File: src/common/uirq_pkg.sv
// Shared constants for the interrupt event logic and its host-side controller.
// Assumes both ends run on one clock and meet through uirq_if.
package uirq_pkg;
  // ****************************************
  // Link command codes
  // ****************************************
  localparam logic [7:0] CMD_STATUS_RD = 8'h03;
  localparam logic [7:0] CMD_STATUS_WR = 8'h83;
  localparam logic [7:0] CMD_ENSET_RD  = 8'h04;
  localparam logic [7:0] CMD_ENSET_WR  = 8'h84;
  localparam logic [7:0] CMD_ENCLR_RD  = 8'h05;
  localparam logic [7:0] CMD_ENCLR_WR  = 8'h85;

  // ****************************************
  // Event bit positions
  // ****************************************
  localparam int BIT_OVERRUN  = 0;
  localparam int BIT_SOF      = 2;
  localparam int BIT_RESUME   = 3;
  localparam int BIT_UNRECOV  = 4;
  localparam int BIT_FN_OVFL  = 5;
  localparam int BIT_RH_CHG   = 6;
  localparam int BIT_MASTER   = 31;
  localparam int FN_MSB       = 15;

  localparam logic [31:0] STATUS_MASK  = 32'h0000_007d;
  localparam logic [31:0] ENABLE_MASK  = 32'h8000_007d;
  localparam logic [31:0] STATUS_RESET = 32'h0000_0000;
  localparam logic [31:0] ENABLE_RESET = 32'h0000_0000;
  localparam logic [1:0]  SOC_RESET    = 2'h0;

  // ****************************************
  // Controller register offsets (Avalon byte addresses)
  // ****************************************
  localparam logic [3:0] OFS_CMD   = 4'h0;
  localparam logic [3:0] OFS_WDATA = 4'h4;
  localparam logic [3:0] OFS_RDATA = 4'h8;
  localparam logic [3:0] OFS_STAT  = 4'hc;
  localparam int STAT_BUSY = 0;
  localparam int STAT_IRQ  = 1;
endpackage

File: src/common/uirq_if.sv
// Link between the host-side controller and the interrupt event logic.
// Assumes one shared clock; no tristate pins.
`timescale 1ns/1ps
interface uirq_if;
  logic        req;    // Host holds a command until ack
  logic [7:0]  cmd;    // Command code
  logic [31:0] wdata;  // Write data
  logic        ack;    // One-cycle answer
  logic [31:0] rdata;  // Read data, valid with ack
  logic        irq;    // Interrupt request level

  modport dev  (input req, cmd, wdata, output ack, rdata, irq);
  modport host (output req, cmd, wdata, input ack, rdata, irq);
endinterface

File: src/uirq_dev.sv
// Interrupt event status and enable logic of a USB host controller.
// Assumes event inputs come from logic on the same clock.
// Function
// - Raise irq when status, enable, master set
// - Status write clears ones, never sets
// - Only events set; only writes clear
// - Host uses codes 03/83 for status
// - Root hub or port change sets bit 6
// - Frame counter bit 15 toggle sets bit 5
// - System error sets bit 4, halts processing
// - Host clears error only after reset
// - Unrecoverable error bit always reads zero
// - New resume signaling sets bit 3
// - Driver-entered resume does not set bit 3
// - Frame start sets bit 2 with token, unless halted
// - Overrun sets bit 0, bumps counter
// - Enable write sets bits written one
// - Enable read returns stored enables
// - Host uses codes 04/84 for enable
// - Bit 31 is master enable, cleared by disable write
// - Enables align with status bit positions
// - Disable write clears enables written one
// - Disable read returns enable value
// - Host uses codes 05/85 for disable
// - Two-bit overrun counter wraps, always counts
`timescale 1ns/1ps
module uirq_dev (
  input  wire logic              clk,             // 20 MHz clock
  input  wire logic              nrst,            // Async reset, active low
  uirq_if.dev                    lnk,             // Command link
  input  wire logic [31:0]       root_hub_status, // Root hub status content
  input  wire logic [1:0][31:0]  downstream_port_status, // Port status content
  input  wire logic [15:0]       frame_number_counter,   // Frame counter
  input  wire logic              sys_error,       // Non-USB system error pulse
  input  wire logic              resume_signal,   // Downstream resume level
  input  wire logic              driver_resume,   // Driver-entered resume state
  input  wire logic              sof_start,       // Frame start pulse
  input  wire logic              sched_overrun,   // Schedule overrun pulse
  output logic                   sof_token,       // Start-of-frame token pulse
  output logic [1:0]             overrun_count,   // Scheduling overrun counter
  output logic                   halted           // Processing halted
);

  // ****************************************
  // State
  // ****************************************
  typedef struct packed {
    logic [31:0]      status;
    logic [31:0]      enable;
    logic [31:0]      rh_prev;
    logic [1:0][31:0] port_prev;
    logic             fn_prev;
    logic             res_prev;
    logic             primed;
    logic [1:0]       soc;
    logic             halt;
    logic             ack;
    logic [31:0]      rdata;
    logic             irq;
    logic             sof;
  } uirq_dev_state_type;

  uirq_dev_state_type s_r;
  uirq_dev_state_type s_nxt;

  logic [31:0] set_v;
  logic [31:0] clr_v;
  logic [31:0] en_set;
  logic [31:0] en_clr;
  logic        take;
  logic        chg;

  // ****************************************
  // Port change detection
  // ****************************************
  // One comparator per downstream port, so a wider port set needs
  // a larger count here, on the status input and in port_prev.
  localparam int N_PORTS = 2;
  logic [N_PORTS-1:0] port_chg;

  for (genvar p = 0; p < N_PORTS; p++) begin : g_port
    assign port_chg[p] = (downstream_port_status[p] != s_r.port_prev[p]);
  end

  // ****************************************
  // Next state
  // ****************************************
  always_comb begin
    s_nxt  = s_r;
    set_v  = '0;
    clr_v  = '0;
    en_set = '0;
    en_clr = '0;
    take   = lnk.req && !s_r.ack;

    // ****************************************
    // Event detection
    // ****************************************
    // History registers; first cycle after reset only loads them, so a
    // nonzero input at release is not taken for a change
    s_nxt.primed    = 1'b1;
    s_nxt.rh_prev   = root_hub_status;
    s_nxt.port_prev = downstream_port_status;
    s_nxt.fn_prev   = frame_number_counter[uirq_pkg::FN_MSB];
    s_nxt.res_prev  = resume_signal;

    chg = (root_hub_status != s_r.rh_prev) || (|port_chg);
    set_v[uirq_pkg::BIT_RH_CHG] = s_r.primed && chg;
    set_v[uirq_pkg::BIT_FN_OVFL] = s_r.primed &&
        (frame_number_counter[uirq_pkg::FN_MSB] != s_r.fn_prev);
    set_v[uirq_pkg::BIT_UNRECOV] = sys_error;
    if (sys_error) begin
      s_nxt.halt = 1'b1;
    end
    set_v[uirq_pkg::BIT_RESUME] = s_r.primed && resume_signal &&
        !s_r.res_prev && !driver_resume;
    set_v[uirq_pkg::BIT_SOF] = sof_start && !s_r.halt;
    s_nxt.sof = sof_start && !s_r.halt;
    // overrun counts even if already set
    set_v[uirq_pkg::BIT_OVERRUN] = sched_overrun;
    if (sched_overrun) begin
      s_nxt.soc = s_r.soc + 2'h1;
    end

    // ****************************************
    // Link commands
    // ****************************************
    // One-cycle ack, so a held req is taken once
    s_nxt.ack   = take;
    s_nxt.rdata = '0;
    if (take) begin
      case (lnk.cmd)
        uirq_pkg::CMD_STATUS_RD: begin
          s_nxt.rdata = s_r.status & uirq_pkg::STATUS_MASK;
          s_nxt.rdata[uirq_pkg::BIT_UNRECOV] = 1'b0;
        end
        uirq_pkg::CMD_STATUS_WR: begin
          clr_v = lnk.wdata;
        end
        uirq_pkg::CMD_ENSET_RD: begin
          s_nxt.rdata = s_r.enable;
        end
        uirq_pkg::CMD_ENSET_WR: begin
          en_set = lnk.wdata;
        end
        uirq_pkg::CMD_ENCLR_RD: begin
          s_nxt.rdata = s_r.enable;
        end
        uirq_pkg::CMD_ENCLR_WR: begin
          en_clr = lnk.wdata;
        end
        default: begin
          s_nxt.rdata = '0;
        end
      endcase
    end

    // ****************************************
    // Register update
    // ****************************************
    // Set beats clear, so an event that lands on the clearing write
    // is not lost
    // set wins over clear, reserved held at zero
    s_nxt.status = ((s_r.status & ~clr_v) | set_v) & uirq_pkg::STATUS_MASK;
    s_nxt.enable = ((s_r.enable & ~en_clr) | en_set) & uirq_pkg::ENABLE_MASK;

    s_nxt.irq = s_nxt.enable[uirq_pkg::BIT_MASTER] &&
                (|(s_nxt.status & s_nxt.enable & uirq_pkg::STATUS_MASK));
  end

  always_ff @(posedge clk or negedge nrst) begin
    if (!nrst) begin
      s_r           <= '0;
      s_r.status    <= uirq_pkg::STATUS_RESET;
      s_r.enable    <= uirq_pkg::ENABLE_RESET;
      s_r.soc       <= uirq_pkg::SOC_RESET;
    end else begin
      s_r <= s_nxt;
    end
  end

  // ****************************************
  // Outputs
  // ****************************************
  // Halt is left only by reset; the driver is expected to clear the
  // error flag after that reset.
  assign lnk.ack       = s_r.ack;
  assign lnk.rdata     = s_r.rdata;
  assign lnk.irq       = s_r.irq;
  assign sof_token     = s_r.sof;
  assign overrun_count = s_r.soc;
  assign halted        = s_r.halt;
endmodule

File: src/flat_wrapper.sv
// flat-port wrapper written by rule: the top's interface ports become plain ports
module uirq_dev_flat 
  (clk, nrst, root_hub_status, downstream_port_status, frame_number_counter, sys_error, resume_signal, driver_resume, sof_start, sched_overrun, sof_token, overrun_count, halted, lnk_req, lnk_cmd, lnk_wdata, lnk_ack, lnk_rdata, lnk_irq);
  uirq_if lnk_i ();
  input  wire logic clk;
  input  wire logic nrst;
  input  wire logic [31:0] root_hub_status;
  input  wire logic [1:0][31:0] downstream_port_status;
  input  wire logic [15:0] frame_number_counter;
  input  wire logic sys_error;
  input  wire logic resume_signal;
  input  wire logic driver_resume;
  input  wire logic sof_start;
  input  wire logic sched_overrun;
  output logic sof_token;
  output logic [1:0] overrun_count;
  output logic halted;
  input wire logic [$bits(lnk_i.req)-1:0] lnk_req;
  input wire logic [$bits(lnk_i.cmd)-1:0] lnk_cmd;
  input wire logic [$bits(lnk_i.wdata)-1:0] lnk_wdata;
  output wire logic [$bits(lnk_i.ack)-1:0] lnk_ack;
  output wire logic [$bits(lnk_i.rdata)-1:0] lnk_rdata;
  output wire logic [$bits(lnk_i.irq)-1:0] lnk_irq;
  assign lnk_i.req = lnk_req;
  assign lnk_i.cmd = lnk_cmd;
  assign lnk_i.wdata = lnk_wdata;
  assign lnk_ack = lnk_i.ack;
  assign lnk_rdata = lnk_i.rdata;
  assign lnk_irq = lnk_i.irq;
  uirq_dev u_core (.clk(clk), .nrst(nrst), .lnk(lnk_i), .root_hub_status(root_hub_status), .downstream_port_status(downstream_port_status), .frame_number_counter(frame_number_counter), .sys_error(sys_error), .resume_signal(resume_signal), .driver_resume(driver_resume), .sof_start(sof_start), .sched_overrun(sched_overrun), .sof_token(sof_token), .overrun_count(overrun_count), .halted(halted));
endmodule
File: config.mk
export PLATFORM = sky130hd
export DESIGN_NAME = uirq_dev_flat
export DESIGN_NICKNAME = d
export VERILOG_FILES = /design/src/common/uirq_pkg.sv /design/src/common/uirq_if.sv /design/src/uirq_dev.sv /design/src/flat_wrapper.sv
export SDC_FILE = /design/constraint.sdc
export NUM_CORES = 1
export LEC_CHECK = 0
export ABC_AREA = 0
export BUFFER_PORTS_ARGS = -buffer_cell sky130_fd_sc_hd__buf_4
export CORE_ASPECT_RATIO = 1.25
export CORE_MARGIN = 8
export CORE_UTILIZATION = 45
export CTS_CLUSTER_DIAMETER = 200
export CTS_CLUSTER_SIZE = 24
export DETAILED_ROUTE_END_ITERATION = 7
export GPL_TIMING_DRIVEN = 0
export PLACE_DENSITY = 0.75
export SETUP_SLACK_MARGIN = 0.3
export SYNTH_ARGS = -nofsm -noshare
export SYNTH_HDL_FRONTEND = slang
export SYNTH_SLANG_ARGS = --single-unit
File: constraint.sdc
create_clock -name clk -period 2.2 [get_ports clk]
set_clock_uncertainty 0.2 [all_clocks]
set_input_delay 0 -clock clk [delete_from_list [all_inputs] [get_ports clk]]
set_output_delay 0 -clock clk [all_outputs]
set_load 0.005 [all_outputs]
==> flow_metrics.tcl <==
set metrics [dict create \
    ys_types 37 \
    slew_headroom_pct 66.4 \
    synth_edf_count 0 \
    syn2layout_area_growth_pct 62.7 \
    n_fill_cell 648 \
    cp.buffers_inverters 1 \
    port_buffers 132 \
    r2r_start "u_core.s_r[102]" \
    slowest_delay_ns 0.39 \
    synth.largest_area_cell "dfrtp_1" \
    h-tree-depth 4 \
    async_flop_share_pct 100 \
    finalSetupViolations 0 \
    die_x_um 109 \
    min_period_ns 1.95 \
    dpl_worst_slack_ns 0.0195 \
    synth.most_common_cell "dfrtp_1" \
    cts_buffer_depth 2 \
    ys_warn_count 0 \
    timing.final.crit_share_pct 88.7 \
    p_int_mw 4.47 \
    cp-end-kind "register" \
    worst_hold_slack_ns -0.107 \
    worstSetupPathType "reg -> reg" \
    layout.area.seq_mm2 0.00313 \
    power.switching_mw 1.31 \
    fp.dieArea_mm2 0.0145 \
    synthTopCellsByArea "dfrtp_1 64%, xnor2_1 17%, buf_4 5.2%, nand4_1 4.2%, a22oi_1 0.92%" \
    synth_top_area_share_pct 63.6 \
    clock_latency_ns 0.40 \
    ys.flop_type "dfrtp_1" \
    clkTransAtPathRegs_ns 0.05 \
    hold_class "in -> reg" \
    multiInputGateArea_mm2 0.00164 \
    hold_viol 6 \
    grt_pass1_wl_um 21200 \
    comb_power_share_pct 14.2 \
    crit_top_cell "nand4_1" \
    drc_errors 0 \
    ir_worst_vdd_mv 0.779 \
    via_count 3718 \
    met3_usage_pct 6.03 \
    initial_core_util_pct 46.3 \
    gp_congestion 0.780 \
    grt_max_degree 104 \
    dr.pass1.iters 4 \
    via_per_inst 4.63 \
    cp_slowest_cell "dfrtp_1" \
    grt_usage_pct 19.1 \
    path_max_fanout 2 \
    synth_cells 361 \
    rsz0062_at_grt "yes" \
    p_leak_nw 3.57 \
    ys_seq_area_share_pct 63.6 \
    ys_seq_elements 125 \
    die_h_um 133 \
    grt-busiest-layer "met2" \
    drive_gt1_share_pct 31.7 \
    antenna_left 0 \
    whs_endpoint "u_core.s_r[141]" \
    worst_setup_path_start_kind "register" \
    drt_wl_total_um 13500 \
    r2r_cells 6 \
    swShare_pct 22.6 \
    placed_cells 650 \
    hpwl_um 8250 \
    cts_tree "built" \
    sequentialPowerShare_pct 43.2 \
    setup_tns_ns 0 \
    routedWlPerCell_um 16.8 \
    grt_pass1_vias 4350 \
    antenna_found_initial 0 \
    avgSynthCellArea_um2 13.6 \
    violations "negative hold slack" \
    grt_use_met1_pct 18.4 \
    min_from "lnk_cmd[5]" \
    grt_overflow_total 0 \
    r2r-end "u_core.s_r[175]" \
    maxCapViolations 0 \
    worstPathArrival_ns 2.03 \
    row_count 42 \
    status "complete, but fails checks" \
    rrSetupSlack_ns 0.25 \
    core_area_mm2 0.0106 \
    io-pin-count 198 \
    setup_slack_ns 0.249 \
    cts-root-buf "clkbuf_16" \
    max_freq_mhz 513 \
    antenna-diode-count 0 \
    syn_area_mm2 0.00491 \
    critPathTopFamily "simple AND/OR/NAND/NOR gates" \
    grt_util_met2_pct 35.1 \
    max_slew.worst_pin.slew_ns 0.503 \
    path_cells "xnor2_1, nand4_1, nor4_4, nand4_1, buf_4, o21a_1" \
    cp.required_ns 2.28 \
    hold_depth 5 \
    clockPowerShare_pct 42.7 \
    final_cells 803 \
    p_per_area_mw_per_mm2 722 \
    fin_nets 820 \
    synthTopCellsByCount "125 x dfrtp_1, 97 x xnor2_1, 34 x buf_4, 33 x nand4_1, 9 x nand2_1" \
    clock_sinks 125 \
    drtIter0Drc 120 \
    drv_slew 0 \
    cts_made_buffers 17 \
]
-- sequential cells by signal, summed over array words and instances (netlist names) --
signal and flops:
u_core.lnk.irq 1, u_core.lnk.ack 1, u_core.halted 1, u_core.overrun_count 2, u_core.sof_token 1, u_core.lnk.rdata 7
u_core.s_r 112
-- worst max path at each step --
stage	slack, ns	to	startpoint	cells after the start
detailed placement	0.02	u_core.lnk.irq	u_core.s_r[61]	6
finish	0.25	u_core.s_r[175]	u_core.s_r[102]	6
CTS	0.26	u_core.lnk.irq	u_core.s_r[45]	6
floorplan	0.38	u_core.lnk.irq	u_core.lnk.ack	7
global route	0.15	u_core.lnk.irq	u_core.s_r[102]	6
global placement	0.11	u_core.lnk.irq	u_core.s_r[82]	6
-- power by group through the flow --
stage / Combinational [mW] / Sequential (mW) / Clock (mW)
floorplan: 0.287 / 2.51 / 0
global placement: 0.589 / 2.52 / 0
detailed placement: 0.613 / 2.53 / 0
CTS: 0.794 / 2.49 / 2.51
global route: 0.890 / 2.50 / 2.62
finish: 0.819 / 2.49 / 2.46
-- cells in the final DEF, fill, tap and decap left out, drive strengths merged --
| master | n |
|---|---|
| buf | 173 |
| dfrtp | 125 |
| dlygate4sd3 | 118 |
| xnor2 | 97 |
| nand4 | 34 |
| conb | 26 |
| clkbuf | 23 |
| nand2 | 10 |
| o21ai | 7 |
| a22oi | 6 |
| nor2 | 6 |
| nor4 | 6 |
| clkinv | 5 |
| nor2b | 3 |
| a21o | 3 |
| nand3 | 3 |
| inv | 3 |
| and3 | 2 |
| xor2 | 2 |
| clkinvlp | 2 |
| nand2b | 2 |
| or4 | 1 |
| and4bb | 1 |
| nor3b | 1 |
| nor4b | 1 |
| a22o | 1 |
| o31ai | 1 |
| and2 | 1 |
| mux2i | 1 |
| o21a | 1 |
| a21oi | 1 |
| a222oi | 1 |
| o211ai | 1 |
| a31oi | 1 |
| or2 | 1 |
| dlymetal6s4s | 1 |
-- layer usage --
| layer | vias up | part of all wire [%] |
|---|---|---|
| li1 | 1765 | - |
| met3 | 34 | 7.6 |
| met2 | 141 | 55 |
| met5 | - | 0 |
| met4 | 0 | 3.1 |
| met1 | 1778 | 34 |
-- worst reg2reg max path, stage by stage (launching register included) --
cell and delay (ns):
dfrtp_1 0.39, xnor2_1 0.18, nand4_1 0.16, nor4_4 0.36
nand4_1 0.21, buf_4 0.18, o21a_1 0.16
-- layout make-up --
class	count	share of cell area, %
plain buffers	36	3.43
clock buffers	23	6.10
clock inverters	7	0.501
inverters	3	0.203
multi-input cells	221	20.5
flip-flops and latches	125	39.1
well taps	132	2.07
repair buffers	256	28.1
-- cell families (layout without fill, tap and decap cells) --
kind of cell / Yosys count / in the layout / synth area share (%)
DFF: 125 / 125 / 63.6
xor gates and xnor gates: 99 / 99 / 17.6
and+or+nand+nor: 72 / 72 / 9.45
buffers and inverters: 39 / 325 / 5.75
AOI/OAI and AO/OA: 23 / 23 / 3.16
other: 2 / 26 / 0.153
muxes: 1 / 1 / 0.204
-- stage by stage --
step	util, %	hold slack [ns]	total power [mW]	instance area (um^2)
2_1_floorplan	-	-0.496	2.80	5000
3_3_place_gp	58.0	-0.0789	3.11	6160
3_5_place_dp	58.3	-0.328	3.14	6190
4_1_cts	75.0	-0.117	5.79	7960
5_1_grt	75.3	-0.123	6.01	7990
6_report	75.3	-0.107	5.78	7990
-- timing repair --
| item | 4_1_cts | 5_1_grt |
|---|---|---|
| setup endpoints to repair | 2 | 26 |
| hold endpoints to repair | 249 | 30 |
| buffers inserted | 1 | 3 |
| gates resized for setup | 7 | 4 |
| hold buffers | 119 | 2 |
| pin swaps | 11 | 8 |
(Power assumes the default switching activity.)
